==> config.mk <==
export PLATFORM = sky130hd
export DESIGN_NAME = npse_seq
export DESIGN_NICKNAME = d
export VERILOG_FILES = /design/src/npse_pkg.sv /design/src/npse_seq.sv
export SDC_FILE = /design/constraint.sdc
export NUM_CORES = 1
export LEC_CHECK = 0
export BUFFER_PORTS_ARGS = -buffer_cell sky130_fd_sc_hd__buf_4
export CORE_UTILIZATION = 42
export DETAILED_ROUTE_END_ITERATION = 7
export PLACE_DENSITY = 0.69
export SETUP_SLACK_MARGIN = 0.5
export SYNTH_ARGS = -nofsm -noshare
export SYNTH_HDL_FRONTEND = slang
export SYNTH_SLANG_ARGS = --single-unit
==> constraint.sdc <==
create_clock -name clk -period 4 [get_ports clk]
set_input_delay 0.4 -clock clk [delete_from_list [all_inputs] [get_ports clk]]
set_output_delay 0.4 -clock clk [all_outputs]
set_load 0.05 [all_outputs]
==> src/npse_pkg.sv <==
// Shared constants and types for the program-suspend and erase sequencer
`default_nettype none
package npse_pkg;
  // Clock
  localparam int unsigned CLK_PERIOD_NS = 100;
  // Busy times, in their own units
  localparam int unsigned T_PSPD_NS = 20000;
  localparam int unsigned T_PSPDN_NS = 5000;
  localparam int unsigned T_DBSY_NS = 1000;
  localparam int unsigned T_CBSY_NS = 3000;
  localparam int unsigned T_PROG_US = 1300;
  localparam int unsigned T_BERS_US = 15000;
  // Short times round down, never below one cycle
  localparam int unsigned PSPD_CYC = (T_PSPD_NS / CLK_PERIOD_NS) > 0 ?
                                     (T_PSPD_NS / CLK_PERIOD_NS) : 1;
  localparam int unsigned PSPDN_CYC = (T_PSPDN_NS / CLK_PERIOD_NS) > 0 ?
                                      (T_PSPDN_NS / CLK_PERIOD_NS) : 1;
  localparam int unsigned DBSY_CYC = (T_DBSY_NS / CLK_PERIOD_NS) > 0 ?
                                     (T_DBSY_NS / CLK_PERIOD_NS) : 1;
  localparam int unsigned CBSY_CYC = (T_CBSY_NS / CLK_PERIOD_NS) > 0 ?
                                     (T_CBSY_NS / CLK_PERIOD_NS) : 1;
  localparam int unsigned PROG_CYC_DFLT = T_PROG_US * 1000 / CLK_PERIOD_NS;
  localparam int unsigned BERS_CYC_DFLT = T_BERS_US * 1000 / CLK_PERIOD_NS;
  // Command codes
  localparam logic [7:0] CMD_PROG = 8'h80;
  localparam logic [7:0] CMD_PROG_ALT = 8'h81;
  localparam logic [7:0] CMD_CHG = 8'h85;
  localparam logic [7:0] CMD_CONF = 8'h10;
  localparam logic [7:0] CMD_MPLANE = 8'h11;
  localparam logic [7:0] CMD_CACHE = 8'h15;
  localparam logic [7:0] CMD_SUSP = 8'h84;
  localparam logic [7:0] CMD_RES = 8'h13;
  localparam logic [7:0] CMD_ERASE = 8'h60;
  localparam logic [7:0] CMD_ERASE_GO = 8'hd0;
  localparam logic [7:0] CMD_ERASE_Q = 8'hd1;
  localparam logic [7:0] CMD_RST_A = 8'hff;
  localparam logic [7:0] CMD_RST_B = 8'hfc;
  localparam logic [7:0] CMD_RST_C = 8'hfa;
  localparam logic [7:0] CMD_RST_D = 8'hfd;
  // Address cycle counts and where the row address starts
  localparam logic [2:0] ADDR_CYC_LONG = 3'd5;
  localparam logic [2:0] ADDR_CYC_ROW = 3'd3;
  localparam logic [2:0] ROW_FIRST_LONG = 3'd2;
  // Status byte fields
  localparam int unsigned SR_FAIL = 0;
  localparam int unsigned SR_SUSP = 2;
  localparam int unsigned SR_ARDY = 5;
  localparam int unsigned SR_RDY = 6;
  localparam int unsigned SR_LOCK = 7;
  // Register map (byte addresses)
  localparam logic [7:0] CTRL_OFS = 8'h00;
  localparam logic [7:0] STAT_OFS = 8'h04;
  localparam logic [7:0] PLANE_OFS = 8'h08;
  localparam int unsigned CTRL_OTP = 0;
  localparam int unsigned CTRL_FAILINJ = 1;
  localparam int unsigned CTRL_ESUSP = 2;
  localparam logic [2:0] CTRL_RESET = 3'h0;
  localparam logic [1:0] RESP_OKAY = 2'h0;
  localparam logic [1:0] RESP_SLVERR = 2'h2;
  // Command, address and LUN match of one interface cycle
  typedef struct packed {
    logic cmd_we;
    logic addr_we;
    logic [7:0] data;
    logic lun_hit;
  } npse_bus_t;
  typedef enum {SQ_IDLE, SQ_ADDR, SQ_CONF} npse_seq_t;
  typedef enum {CK_PROG, CK_COPY, CK_SUSP, CK_RES, CK_ERASE} npse_kind_t;
endpackage
`default_nettype wire

==> src/npse_seq.sv <==
// Per-LUN program suspend/resume and block erase sequencer with AXI4-Lite registers
// How it works
// 81h opens a program exactly like 80h, closed by 10h, 11h or 15h.
// Suspend pauses a running program, whether RDY is low or high.
// Suspend with no program running is ignored with no busy time.
// Multi-plane program pauses on all planes after some forward progress.
// Suspend bit valid from ARDY rise until resume or reset.
// Fail bit valid from ARDY rise until ARDY falls again.
// Suspend/fail encode passed, failed, suspended; fail clears when suspended.
// Suspend takes five address cycles; only the LUN match is used.
// A program started during an erase suspend cannot be suspended.
// Resume with five address cycles on the suspended LUN restarts the program.
// Any reset command cancels a suspended program and clears its status.
// While suspended, erase and program are refused; other commands pass.
// Host sends no cache read or long read retry while suspended.
// Program while suspended: short busy, lock bit cleared, suspension kept.
// Program aimed at another LUN runs there; suspension here stays.
// Reads during suspend run normally and leave the suspension alone.
// Resume with nothing running or suspended gives only the short busy.
// Suspend when already suspended gives the short busy, nothing else.
// Suspend during cache program waits for the array page to finish.
// Suspend is refused in one-time-programmable mode.
// 60h, three row cycles, D0h erases one block while busy for erase time.
// Host polls ready or single-LUN status, then checks fail.
// 60h-row-D1h queues a plane block with short busy; D0h erases all.
// Program and erase suspension are kept per LUN to steer acceptance.
`default_nettype none
module npse_seq import npse_pkg::*; #(
  parameter int unsigned PROG_CYC = PROG_CYC_DFLT,
  parameter int unsigned BERS_CYC = BERS_CYC_DFLT,
  parameter int unsigned PLANES = 4
) (
  // Clock and reset
  input wire logic clk,
  input wire logic rst,
  // Interface cycles
  input wire npse_bus_t bus,
  // LUN state
  output logic rdy_o,
  output logic ardy_o,
  output logic [7:0] status_o,
  // AXI4-Lite slave
  input wire logic [7:0] s_awaddr,
  input wire logic s_awvalid,
  output logic s_awready,
  input wire logic [31:0] s_wdata,
  input wire logic [3:0] s_wstrb,
  input wire logic s_wvalid,
  output logic s_wready,
  output logic [1:0] s_bresp,
  output logic s_bvalid,
  input wire logic s_bready,
  input wire logic [7:0] s_araddr,
  input wire logic s_arvalid,
  output logic s_arready,
  output logic [31:0] s_rdata,
  output logic [1:0] s_rresp,
  output logic s_rvalid,
  input wire logic s_rready
);
  localparam int unsigned PW = $clog2(PLANES);

  if (PLANES != 2 && PLANES != 4 && PLANES != 8) begin : g_bad_planes
    $error("PLANES must be 2, 4 or 8");
  end
  if (PROG_CYC < 2 || BERS_CYC < 2) begin : g_bad_times
    $error("array times too short");
  end

  function automatic logic is_reset(input logic [7:0] c);
    return c == CMD_RST_A || c == CMD_RST_B || c == CMD_RST_C || c == CMD_RST_D;
  endfunction

  // Sequencer state
  npse_seq_t sq_reg, sq_next;
  npse_kind_t kind_reg, kind_next;
  logic [2:0] acnt_reg, acnt_next;
  logic hit_reg, hit_next;
  logic [PW-1:0] plane_reg, plane_next;
  logic [PLANES-1:0] qmask_reg, qmask_next, emask_reg, emask_next;
  logic [31:0] arr_cnt_reg, arr_cnt_next, rem_reg, rem_next, short_reg, short_next;
  logic arr_busy_reg, arr_busy_next, arr_erase_reg, arr_erase_next;
  logic cache_reg, cache_next, cnext_reg, cnext_next, spend_reg, spend_next;
  logic psusp_reg, psusp_next, nosusp_reg, nosusp_next;
  logic fail_reg, fail_next, susp_reg, susp_next, lock_reg, lock_next;
  logic rdy_reg, rdy_next, ardy_reg, ardy_next;
  logic [2:0] ctrl_reg;
  logic [2:0] need, row_first;
  logic last_addr, act_susp, act_res, conf_prog, start_erase;

  assign need = (kind_reg == CK_ERASE) ? ADDR_CYC_ROW : ADDR_CYC_LONG;
  assign row_first = (kind_reg == CK_ERASE) ? 3'd0 : ROW_FIRST_LONG;
  assign last_addr = bus.addr_we && sq_reg == SQ_ADDR && acnt_reg + 3'd1 == need;
  assign act_susp = last_addr && kind_reg == CK_SUSP && bus.lun_hit;
  assign act_res = last_addr && kind_reg == CK_RES && bus.lun_hit;
  assign conf_prog = bus.cmd_we && rdy_reg && sq_reg == SQ_CONF && hit_reg &&
                     (kind_reg == CK_PROG || kind_reg == CK_COPY) &&
                     (bus.data == CMD_CONF || bus.data == CMD_CACHE);
  assign start_erase = bus.cmd_we && rdy_reg && ardy_reg && sq_reg == SQ_CONF && hit_reg &&
                       kind_reg == CK_ERASE && bus.data == CMD_ERASE_GO && !psusp_reg;

  always_comb begin
    sq_next = sq_reg;
    kind_next = kind_reg;
    acnt_next = acnt_reg;
    hit_next = hit_reg;
    plane_next = plane_reg;
    qmask_next = qmask_reg;
    emask_next = emask_reg;
    arr_cnt_next = arr_cnt_reg;
    rem_next = rem_reg;
    short_next = short_reg;
    arr_busy_next = arr_busy_reg;
    arr_erase_next = arr_erase_reg;
    cache_next = cache_reg;
    cnext_next = cnext_reg;
    spend_next = spend_reg;
    psusp_next = psusp_reg;
    nosusp_next = nosusp_reg;
    fail_next = fail_reg;
    susp_next = susp_reg;
    lock_next = lock_reg;
    // One countdown serves every plane, so all planes pause together
    if (arr_busy_reg) begin
      arr_cnt_next = arr_cnt_reg - 32'd1;
      if (arr_cnt_reg == 32'd1) begin
        if (cache_reg && cnext_reg && spend_reg) begin
          arr_busy_next = 1'b0;
          psusp_next = 1'b1;
          rem_next = 32'(PROG_CYC);
          susp_next = 1'b1;
          fail_next = 1'b0;
          spend_next = 1'b0;
          cnext_next = 1'b0;
        end else if (cache_reg && cnext_reg) begin
          arr_cnt_next = 32'(PROG_CYC);
          cnext_next = 1'b0;
        end else begin
          arr_busy_next = 1'b0;
          cache_next = 1'b0;
          spend_next = 1'b0;
          short_next = 32'd0;
          susp_next = 1'b0;
          fail_next = ctrl_reg[CTRL_FAILINJ];
        end
      end
    end
    if (short_reg != 32'd0) begin
      short_next = short_reg - 32'd1;
      if (short_reg == 32'd1 && spend_next && !cache_reg) begin
        psusp_next = 1'b1;
        rem_next = arr_cnt_next;
        arr_busy_next = 1'b0;
        susp_next = 1'b1;
        fail_next = 1'b0;
        spend_next = 1'b0;
      end
    end
    if (bus.cmd_we && is_reset(bus.data)) begin
      sq_next = SQ_IDLE;
      short_next = 32'd0;
      arr_busy_next = 1'b0;
      cache_next = 1'b0;
      cnext_next = 1'b0;
      spend_next = 1'b0;
      psusp_next = 1'b0;
      susp_next = 1'b0;
      fail_next = 1'b0;
      lock_next = 1'b1;
      qmask_next = '0;
    end else if (bus.cmd_we && bus.data == CMD_SUSP) begin
      sq_next = SQ_ADDR;
      kind_next = CK_SUSP;
      acnt_next = 3'd0;
    end else if (bus.cmd_we && rdy_reg) begin
      sq_next = SQ_IDLE;
      case (bus.data)
        CMD_PROG, CMD_PROG_ALT: begin
          sq_next = SQ_ADDR;
          kind_next = CK_PROG;
          acnt_next = 3'd0;
        end
        CMD_CHG: begin
          sq_next = SQ_ADDR;
          acnt_next = 3'd0;
          if (!(sq_reg == SQ_CONF && kind_reg == CK_PROG)) begin
            kind_next = CK_COPY;
          end
        end
        CMD_RES: begin
          sq_next = SQ_ADDR;
          kind_next = CK_RES;
          acnt_next = 3'd0;
        end
        CMD_ERASE: begin
          // 60h-60h-D0h queues the first block without a busy time
          if (sq_reg == SQ_CONF && kind_reg == CK_ERASE && hit_reg && !psusp_reg) begin
            qmask_next = qmask_reg | PLANES'(1) << plane_reg;
          end
          sq_next = SQ_ADDR;
          kind_next = CK_ERASE;
          acnt_next = 3'd0;
        end
        CMD_CONF, CMD_CACHE, CMD_MPLANE: begin
          if (sq_reg == SQ_CONF && hit_reg && kind_reg != CK_ERASE) begin
            if (psusp_reg) begin
              short_next = 32'(PSPDN_CYC);
              lock_next = 1'b0;
            end else if (bus.data == CMD_MPLANE) begin
              short_next = 32'(DBSY_CYC);
            end else if (arr_busy_reg && cache_reg) begin
              cnext_next = 1'b1;
              short_next = 32'(CBSY_CYC);
            end else begin
              arr_busy_next = 1'b1;
              arr_erase_next = 1'b0;
              arr_cnt_next = 32'(PROG_CYC);
              cache_next = bus.data == CMD_CACHE;
              short_next = (bus.data == CMD_CACHE) ? 32'(CBSY_CYC) : 32'd0;
              nosusp_next = ctrl_reg[CTRL_ESUSP];
              fail_next = 1'b0;
              susp_next = 1'b0;
              lock_next = 1'b1;
            end
          end
        end
        CMD_ERASE_GO, CMD_ERASE_Q: begin
          // Not while a cache program still owns the array
          if (sq_reg == SQ_CONF && hit_reg && kind_reg == CK_ERASE && ardy_reg) begin
            if (psusp_reg) begin
              short_next = 32'(PSPDN_CYC);
              lock_next = 1'b0;
            end else if (bus.data == CMD_ERASE_Q) begin
              qmask_next = qmask_reg | PLANES'(1) << plane_reg;
              short_next = 32'(DBSY_CYC);
            end else begin
              emask_next = qmask_reg | PLANES'(1) << plane_reg;
              qmask_next = '0;
              arr_busy_next = 1'b1;
              arr_erase_next = 1'b1;
              arr_cnt_next = 32'(BERS_CYC);
              fail_next = 1'b0;
              susp_next = 1'b0;
              lock_next = 1'b1;
            end
          end
        end
        // Reads, status and feature commands pass untouched
        default: begin
          sq_next = SQ_IDLE;
        end
      endcase
    end
    if (bus.addr_we && sq_reg == SQ_ADDR) begin
      acnt_next = acnt_reg + 3'd1;
      hit_next = bus.lun_hit;
      if (acnt_reg == row_first) begin
        plane_next = bus.data[PW-1:0];
      end
      if (last_addr) begin
        sq_next = (kind_reg == CK_SUSP || kind_reg == CK_RES) ? SQ_IDLE : SQ_CONF;
      end
    end
    if (act_susp) begin
      if (psusp_reg) begin
        short_next = 32'(PSPDN_CYC);
      end else if (arr_busy_reg && !arr_erase_reg && !nosusp_reg &&
                   !ctrl_reg[CTRL_OTP] && !spend_reg) begin
        spend_next = 1'b1;
        short_next = cache_reg ? 32'd0 : 32'(PSPD_CYC);
      end
      // Otherwise nothing: no busy time at all R3
    end
    if (act_res) begin
      if (psusp_reg) begin
        psusp_next = 1'b0;
        susp_next = 1'b0;
        fail_next = 1'b0;
        arr_busy_next = 1'b1;
        arr_erase_next = 1'b0;
        arr_cnt_next = rem_reg;
      end else if (!arr_busy_reg) begin
        short_next = 32'(PSPDN_CYC);
      end
    end
    // Cache program keeps RDY high while the array works
    ardy_next = short_next == 32'd0 && !arr_busy_next;
    rdy_next = short_next == 32'd0 && !spend_next && !(arr_busy_next && !cache_next);
  end

  always_ff @(posedge clk) begin
    if (rst) begin
      sq_reg <= SQ_IDLE;
      kind_reg <= CK_PROG;
      acnt_reg <= 3'd0;
      hit_reg <= 1'b0;
      plane_reg <= '0;
      qmask_reg <= '0;
      emask_reg <= '0;
      arr_cnt_reg <= 32'd0;
      rem_reg <= 32'd0;
      short_reg <= 32'd0;
      arr_busy_reg <= 1'b0;
      arr_erase_reg <= 1'b0;
      cache_reg <= 1'b0;
      cnext_reg <= 1'b0;
      spend_reg <= 1'b0;
      psusp_reg <= 1'b0;
      nosusp_reg <= 1'b0;
      fail_reg <= 1'b0;
      susp_reg <= 1'b0;
      lock_reg <= 1'b1;
      rdy_reg <= 1'b1;
      ardy_reg <= 1'b1;
      status_o <= 8'he0;
    end else begin
      sq_reg <= sq_next;
      kind_reg <= kind_next;
      acnt_reg <= acnt_next;
      hit_reg <= hit_next;
      plane_reg <= plane_next;
      qmask_reg <= qmask_next;
      emask_reg <= emask_next;
      arr_cnt_reg <= arr_cnt_next;
      rem_reg <= rem_next;
      short_reg <= short_next;
      arr_busy_reg <= arr_busy_next;
      arr_erase_reg <= arr_erase_next;
      cache_reg <= cache_next;
      cnext_reg <= cnext_next;
      spend_reg <= spend_next;
      psusp_reg <= psusp_next;
      nosusp_reg <= nosusp_next;
      fail_reg <= fail_next;
      susp_reg <= susp_next;
      lock_reg <= lock_next;
      rdy_reg <= rdy_next;
      ardy_reg <= ardy_next;
      status_o <= {lock_next, rdy_next, ardy_next, 2'b00, susp_next, 1'b0, fail_next};
    end
  end
  assign rdy_o = rdy_reg;
  assign ardy_o = ardy_reg;

  // AXI4-Lite slave
  logic aw_full_reg, aw_full_next, w_full_reg, w_full_next;
  logic [7:0] awa_reg, awa_next;
  logic [31:0] wd_reg, wd_next, rdata_next;
  logic ws_reg, ws_next;
  logic [2:0] ctrl_next;
  logic bvalid_next, rvalid_next, awready_next, wready_next, arready_next;
  logic [1:0] bresp_next, rresp_next;

  always_comb begin
    aw_full_next = aw_full_reg;
    w_full_next = w_full_reg;
    awa_next = awa_reg;
    wd_next = wd_reg;
    ws_next = ws_reg;
    ctrl_next = ctrl_reg;
    bvalid_next = s_bvalid && !s_bready;
    bresp_next = s_bresp;
    rvalid_next = s_rvalid && !s_rready;
    rresp_next = s_rresp;
    rdata_next = s_rdata;
    if (s_awvalid && s_awready) begin
      aw_full_next = 1'b1;
      awa_next = s_awaddr;
    end
    if (s_wvalid && s_wready) begin
      w_full_next = 1'b1;
      wd_next = s_wdata;
      ws_next = s_wstrb[0];
    end
    if (aw_full_reg && w_full_reg && !s_bvalid) begin
      aw_full_next = 1'b0;
      w_full_next = 1'b0;
      bvalid_next = 1'b1;
      bresp_next = RESP_OKAY;
      if (awa_reg == CTRL_OFS) begin
        if (ws_reg) begin
          ctrl_next = wd_reg[2:0];
        end
      end else if (awa_reg != STAT_OFS && awa_reg != PLANE_OFS) begin
        bresp_next = RESP_SLVERR;
      end
    end
    if (s_arvalid && s_arready) begin
      rvalid_next = 1'b1;
      rresp_next = RESP_OKAY;
      case (s_araddr)
        CTRL_OFS: rdata_next = {29'h0, ctrl_reg};
        STAT_OFS: rdata_next = {20'h0, psusp_reg, spend_reg, cache_reg, arr_erase_reg,
                                status_o};
        PLANE_OFS: rdata_next = {16'h0, 8'(emask_reg), 8'(qmask_reg)};
        default: begin
          rdata_next = 32'h0;
          rresp_next = RESP_SLVERR;
        end
      endcase
    end
    awready_next = !aw_full_next;
    wready_next = !w_full_next;
    arready_next = !rvalid_next;
  end

  always_ff @(posedge clk) begin
    if (rst) begin
      aw_full_reg <= 1'b0;
      w_full_reg <= 1'b0;
      awa_reg <= 8'h0;
      wd_reg <= 32'h0;
      ws_reg <= 1'b0;
      ctrl_reg <= CTRL_RESET;
      s_awready <= 1'b1;
      s_wready <= 1'b1;
      s_arready <= 1'b1;
      s_bvalid <= 1'b0;
      s_bresp <= RESP_OKAY;
      s_rvalid <= 1'b0;
      s_rresp <= RESP_OKAY;
      s_rdata <= 32'h0;
    end else begin
      aw_full_reg <= aw_full_next;
      w_full_reg <= w_full_next;
      awa_reg <= awa_next;
      wd_reg <= wd_next;
      ws_reg <= ws_next;
      ctrl_reg <= ctrl_next;
      s_awready <= awready_next;
      s_wready <= wready_next;
      s_arready <= arready_next;
      s_bvalid <= bvalid_next;
      s_bresp <= bresp_next;
      s_rvalid <= rvalid_next;
      s_rresp <= rresp_next;
      s_rdata <= rdata_next;
    end
  end

  // Checks
  lock_reject_a: assert property (@(posedge clk) disable iff (rst)
    conf_prog && psusp_reg && !act_susp |=> !status_o[SR_LOCK] && !rdy_reg && psusp_reg)
    else $error("program during suspend not refused");
  susp_ignore_a: assert property (@(posedge clk) disable iff (rst)
    act_susp && !arr_busy_reg && !psusp_reg |=> short_reg == 32'd0 && !spend_reg)
    else $error("idle suspend produced busy");
  susp_code_a: assert property (@(posedge clk) disable iff (rst)
    status_o[SR_SUSP] |-> !status_o[SR_FAIL] && psusp_reg)
    else $error("reserved suspend code shown");
  susp_valid_a: assert property (@(posedge clk) disable iff (rst)
    $rose(psusp_reg) |-> $rose(ardy_reg) && status_o[SR_SUSP])
    else $error("suspend bit not valid at ARDY rise");
  resusp_busy_a: assert property (@(posedge clk) disable iff (rst)
    act_susp && psusp_reg && !bus.cmd_we |=> short_reg == 32'(PSPDN_CYC) && psusp_reg)
    else $error("repeat suspend wrong");
  nosusp_esusp_a: assert property (@(posedge clk) disable iff (rst)
    act_susp && nosusp_reg && !psusp_reg |=> !spend_reg && !psusp_reg)
    else $error("program suspended under erase suspend");
  otp_nosusp_a: assert property (@(posedge clk) disable iff (rst)
    act_susp && ctrl_reg[CTRL_OTP] && !psusp_reg |=> !spend_reg ##1 !psusp_reg)
    else $error("suspend in OTP mode");
  reset_cancel_a: assert property (@(posedge clk) disable iff (rst)
    bus.cmd_we && is_reset(bus.data) |=> !psusp_reg && !status_o[SR_SUSP] && rdy_reg)
    else $error("reset left suspension");
  erase_start_a: assert property (@(posedge clk) disable iff (rst)
    start_erase && !act_susp |=> !ardy_reg && arr_erase_reg && arr_cnt_reg == 32'(BERS_CYC))
    else $error("erase did not start");
  resume_go_a: assert property (@(posedge clk) disable iff (rst)
    act_res && psusp_reg |=> arr_busy_reg && !psusp_reg && !status_o[SR_SUSP])
    else $error("resume did not restart program");
endmodule
`default_nettype wire

-- Word-level counts from Yosys, hierarchy flattened
Index checks and enable logic that the tools add are counted.
- shift-type cells: 1
- $mul: 0
- bitwise logic cells: 7
- reductions and logical operators: 81
- add/subtract/negate cells: 3
- muxes and demuxes: 201
- order comparisons: 0
- divide/modulo/power cells: 0
- eq/ne operators: 34
- operators with widths (kind ; number):
    $mux W32 ; 47
    $pmux W32 S2 ; 2
    $pmux W32 S4 ; 1
    $mux W1 ; 124
    $eq A32 B3 Y1 const B ; 3
    $eq A8 B8 Y1 const B ; 10
    $eq A32 B1 Y1 const B ; 2
    $logic_not A32 Y1 ; 2
    $sub A32 B1 Y32 const B ; 2
    $logic_and A1 B1 Y1 ; 38
    $pmux W12 S3 ; 1
    $eq A32 B2 Y1 const B ; 1
    $eq A32 B4 Y1 const B ; 1
    $eq A8 B5 Y1 const B ; 4
    $ne A32 B4 Y1 const B ; 1
    $reduce_bool A32 Y1 ; 1
    $mux W3 ; 6
    $logic_not A1 Y1 ; 16
    $logic_not A8 Y1 ; 2
    $mux W4 ; 4
    $mux W5 ; 3
    $mux W2 ; 5
    $pmux W1 S2 ; 5
    $eq A8 B3 Y1 const B ; 1
    29 further kinds ; 45
- memory bits (read-only): 0
- word-level logic and storage cells: 365
- bits in latches: 0
- bits of input ports: 70
- bits in registers: 252
- memories kept: 0
- output and inout port bits: 51
- memory bits (writable): 0

-- Longest topological paths before layout
- depth after elaboration: 22
- depth in mapped cells: 12
- depth with buffers taken out: 11

-- Worst setup path after synthesis
Ideal clock, no wire load.
- path type: register to register
- from: register short_reg[20]
- to: register status_o[6]
- clock period less this slack: 2959 ps
- path slack: 1041 ps
- arrival time: 2898 ps
- buffers on the path: 1
- stages on the path, launching flop included: 11
- data required time: 3940 ps
- cell sequence: dfxtp_1 > or4_4 > or4_4 > buf_6 > nor4_4 > o21ai_1 > a41oi_2 > nor4_1 > a311o_1 > a211oi_2 > a41o_1
- word-level cells in the longest chain between the ends: 21
- elaborated cells on any way between the ends: 51
- RTL lines (what ; line ; text):
    start, declared ; npse_seq.sv:81 ; logic [31:0] arr_cnt_reg, arr_cnt_next, rem_reg, rem_next, short_reg, short_next;
    start signal, assigned ; npse_seq.sv:326 ; short_reg <= short_next;
    branches (longest 20 deep; another with $sub A32 B1 Y32) ; - ;
    $logic_and A1 B1 Y1 * ; npse_seq.sv:288 ; rdy_next = short_next == 32'd0 && !spend_next && !(arr_busy_next && !cache_next);
    end signal, assigned ; npse_seq.sv:339 ; status_o <= {lock_next, rdy_next, ardy_next, 2'b00, susp_next, 1'b0, fail_next};
    end, declared ; npse_seq.sv:41 ; output logic [7:0] status_o,
Mark *: on every way between the ends.
A chain may end at the register's enable or synchronous reset.

-- Worst setup path after layout
Ends and elaborated chain as after synthesis.

==> results.env <==
GRT_OVERFLOW=0
CRITICAL-PATH-SLOWEST-CELL='or4_4'
RSZ0062_AT_GRT='false'
SLEW_HEADROOM_PCT=39.88
SYNTH_CELL_TYPE_COUNT=71
WORST-PATH-MAX-FANOUT=9
SETUP_VIOLATIONS=0
SYNTH.AREA.MUX_SHARE_PCT=1.119
CTSHTREEMAXLEVEL=4
CRIT_PATH_START_KIND='register'
LEAKAGE_POWER_OF_THE_DESIGN_nW=4.119
WIRE_LENGTH_PER_CELL_UM=14.84
PATH_CLASS='register to register'
ACHIEVABLE_CLOCK_FREQUENCY_MHz=305.1
FIRSTDRTPASSITERS=5
GRT_ANTENNA_BEFORE_REPAIR=0
MIN_PERIOD_OVER_PERIOD_PCT=81.93
NUMBER_OF_GLOBAL_ROUTE_VIAS_BEFORE_REPAIR=7199
PORT_BUFFERS=62
IRDROPWORSTVDD_mV=0.2879
DRIVE_GT1_SHARE_PCT=11.56
CLOCK_TREE_ROOT_DRIVER_CELL='clkbuf_16'
REPORT.POWER.TOTAL_W=0.005275
CORE_AREA_MM2=0.02109
SYNTH_COMPOUND_AREA_SHARE_PCT=15.50
CTS_TREE='yes'
PLACE.DETAILED.HPWL_MM=14.88
FLOORPLAN.DIE_AREA_MM2=0.02215
CTS_MADE_BUFFERS=17
FINAL_PERIOD_MINUS_WORST_SETUP_SLACK_PS=3277
VIAS=7775
CP_DATA_REQUIRED_TIME_PS=4370
CRITICAL_PATH.ENDPOINT_TYPE='register'
CTS.REPORTEDPATHS.CLKPINSLEW_PS=70
GLOBAL_PLACER_S_FINAL_WEIGHTED_CONGESTION=0.8628
PIN_COUNT_OF_THE_BIGGEST_NET_ENTERING_GLOBAL_ROUTING=45
DIEWIDTH_UM=148.8
ROUTED_WL_MM=21.16
CTS_POST_SETUP_BUFFERS_INSERTED=0
NETLIST_AREA_MM2=0.009055
SYNTHARSTFLOPSHARE_PCT=0
YS_FF_LATCH=192
SETUP-TNS-FINAL_PS=0
HOLD_CLASS='input pin to register'
GRT_PASS1_WL_MM=34.96
CTS-HOLD-FIX-BUFFERS=0
DRCVIOLATIONCOUNT=0
PLACE_WS_PS=638.9
CTS-ROOT-TO-SINK-BUFFERS=2
WORST_SLEW_PIN_SLEW_PS=900.9
SYNTHADDERAREAFRAC_PCT=0.6909
FLOORPLAN.INITIALDENSITY_PCT=42.94
ANTENNA-DIODE-COUNT=0
VIAS_PER_CELL=5.452
IO-PIN-COUNT=121
LAYOUT-AREA-OVERHEAD-VS-SYNTH_PCT=13.28
SYN_AVG_CELL_AREA_UM2=8.247
CP_DOMINANT_CELL_BY_COUNT='or4_4'
SYNTHSIMPLEGATEAREAFRAC_PCT=29.53
CLK-INSERTION-DELAY-LATE_PS=430
WORST_EP_ARRIVAL_TIME_PS=3650
WORST_CLOCK_SKEW_PS=9.648
NUM-NETS-FINAL=1214
POWERDENSITY_mW_PER_MM2=514.2
DRTITER0DRC=510
SYN-INSTANCE-COUNT=1098
FP.DIEH_UM=148.8
SYNTH_ENABLE_FLOP_CELLS=0
OUTCOME='completed'
CLOCK-SINKS=192
DPL-INSTANCE-AREA_MM2=0.009674
SYNTH_FF_TYPE='dfxtp_1'
FINAL_MAX_SLEW_VIOL_COUNT=0
CAP_VIOL_MAX_COUNT=0
SETUP_SLACK_PS=722.7
SYNTH_WARNINGS=0
CRITICAL_PATH.CELL_CHAIN='or4_4 > or4_4 > nor4_4 > o31ai_1 > nor3_1 > nand4_1 > a211oi_2 > a41o_1'
POST_SYNTH_XOR_AREA_FRACTION_PCT=4.933
SYNTH_TOP_FAMILY_BY_AREA='simple AND/OR/NAND/NOR gates'
FINAL_DESIGN_AREA_NO_FILL_MM2=0.01026
GRT_USE_TOTAL_PCT=19.55
SYNTH.YOSYS.SEQ_AREA_SHARE_PCT=42.45
REPORT.FINAL.HOLD_VIOL_COUNT=0
STD_CELL_ROWS=53
DRTANTENNAVIOLNETS=0
CP_SLOWEST_STAGE_DELAY_PS=610
-- stage by stage --
stage	hold slack (ps)	util, %	cells
final	208.7	48.64	1426
after global routing	206.6	48.64	1426
after CTS	195.5	48.62	1426
after detailed placement	443.2	45.88	1395
after global placement	439.8	45.88	1395
after floorplan	430.2	-	1123
-- cell type report --
| class | count | area [um^2] |
|---|---|---|
| clock inverters | 11 | 132.6 |
| inverters | 16 | 60.06 |
| well taps | 275 | 344.1 |
| multi-input cells | 827 | 4792 |
| clock buffers | 20 | 446.7 |
| fillers | 2027 | 10830 |
| flip-flops and latches | 192 | 3844 |
| repair buffers | 85 | 638.1 |
-- layout by cell type, fill, tap and decap left out, drive strengths merged, types with 7 or more instances in the layout --
master,count
inv,18
nand2,107
nand4,9
clkbuf,20
nor3b,7
mux2i,9
a22oi,34
xnor2,26
nor2,172
a21oi,58
or4,17
buf,85
nor2b,9
a211oi,11
a22o,18
nand3,29
o211ai,7
conb,26
a31oi,9
and3,9
xor2,25
nand2b,8
nor4,38
o21ai,18
dfxtp,192
or3,18
and2,41
nor3,43
-- logic make-up (layout without fill, tap and decap cells) --
family,Yosys count,in the layout
adder cells (fa/ha/maj),5,5
other,1,26
buffers and inverters,104,132
AO/OA/AOI/OAI,203,203
multiplexers,10,10
XOR/XNOR,51,51
AND/OR/NAND/NOR,532,532
flip-flops,192,192
-- power by group --
part / internal [W] / leakage, nW / total [W] / switching, W
Clock: 0.000941 / 0.277 / 0.00168 / 0.000736
Sequential: 0.00202 / 1.55 / 0.00214 / 0.000121
Combinational: 0.000574 / 2.29 / 0.00145 / 0.000880
Total: 0.00354 / 4.12 / 0.00527 / 0.00174
-- layer usage --
layer  part of all wire, %  wire (um)  vias to the layer above  track usage, %
li1                      -          -                     3935               -
met1                    50      10560                     3626           27.04
met2                    43       9194                      184           30.56
met3                   4.7        997                       30           3.303
met4                   1.9        404                        0           7.041
met5                     0          0                        -               0
-- path summary, 6_finish.rpt --
path	startpoint	end	slack, ps	cells after the start
worst max-delay path	short_reg[20]	status_o[6]	720	8
worst max register to register	short_reg[20]	status_o[6]	720	8
worst min register to register	awa_reg[5]	awa_reg[5]	450	2
worst min-delay path	s_awaddr[4]	awa_reg[4]	210	3
-- repair_timing --
item	4_1_cts	5_1_grt
resized for setup	0	1
endpoints found under the setup margin	0	2
hold endpoints to repair	0	0
-- worst max-delay path: cells and delay by family, from the launching register on --
family          cells  cell delay (ps)
simple gates        5             2200
flops               1              340
compound gates      3              670
-- cell usage after synthesis (6+ instances only) --
cell	number	area share, %
and2_1	41	2.8
nand2b_1	7	0.48
or3_1	16	1.1
a22oi_1	34	2.8
dfxtp_1	192	42
nor3b_1	7	0.58
clkbuf_1	52	2.2
nand2_1	107	4.4
a22o_1	18	1.7
or4_1	14	1.2
nor4b_1	6	0.58
a21oi_1	58	3.2
nor4_1	35	2.4
a211oi_1	10	0.83
nor3_1	43	2.4
mux2i_1	9	0.99
xor2_1	25	2.4
o211ai_1	7	0.58
buf_4	31	2.6
nor2_1	172	7.1
nor2b_1	9	0.62
inv_1	16	0.66
a31oi_1	9	0.62
and3_1	9	0.62
nand4_1	9	0.62
o31ai_1	6	0.50
xnor2_1	26	2.5
o21ai_0	15	0.83
nand3_1	29	1.6
(Power assumes the default switching activity.)
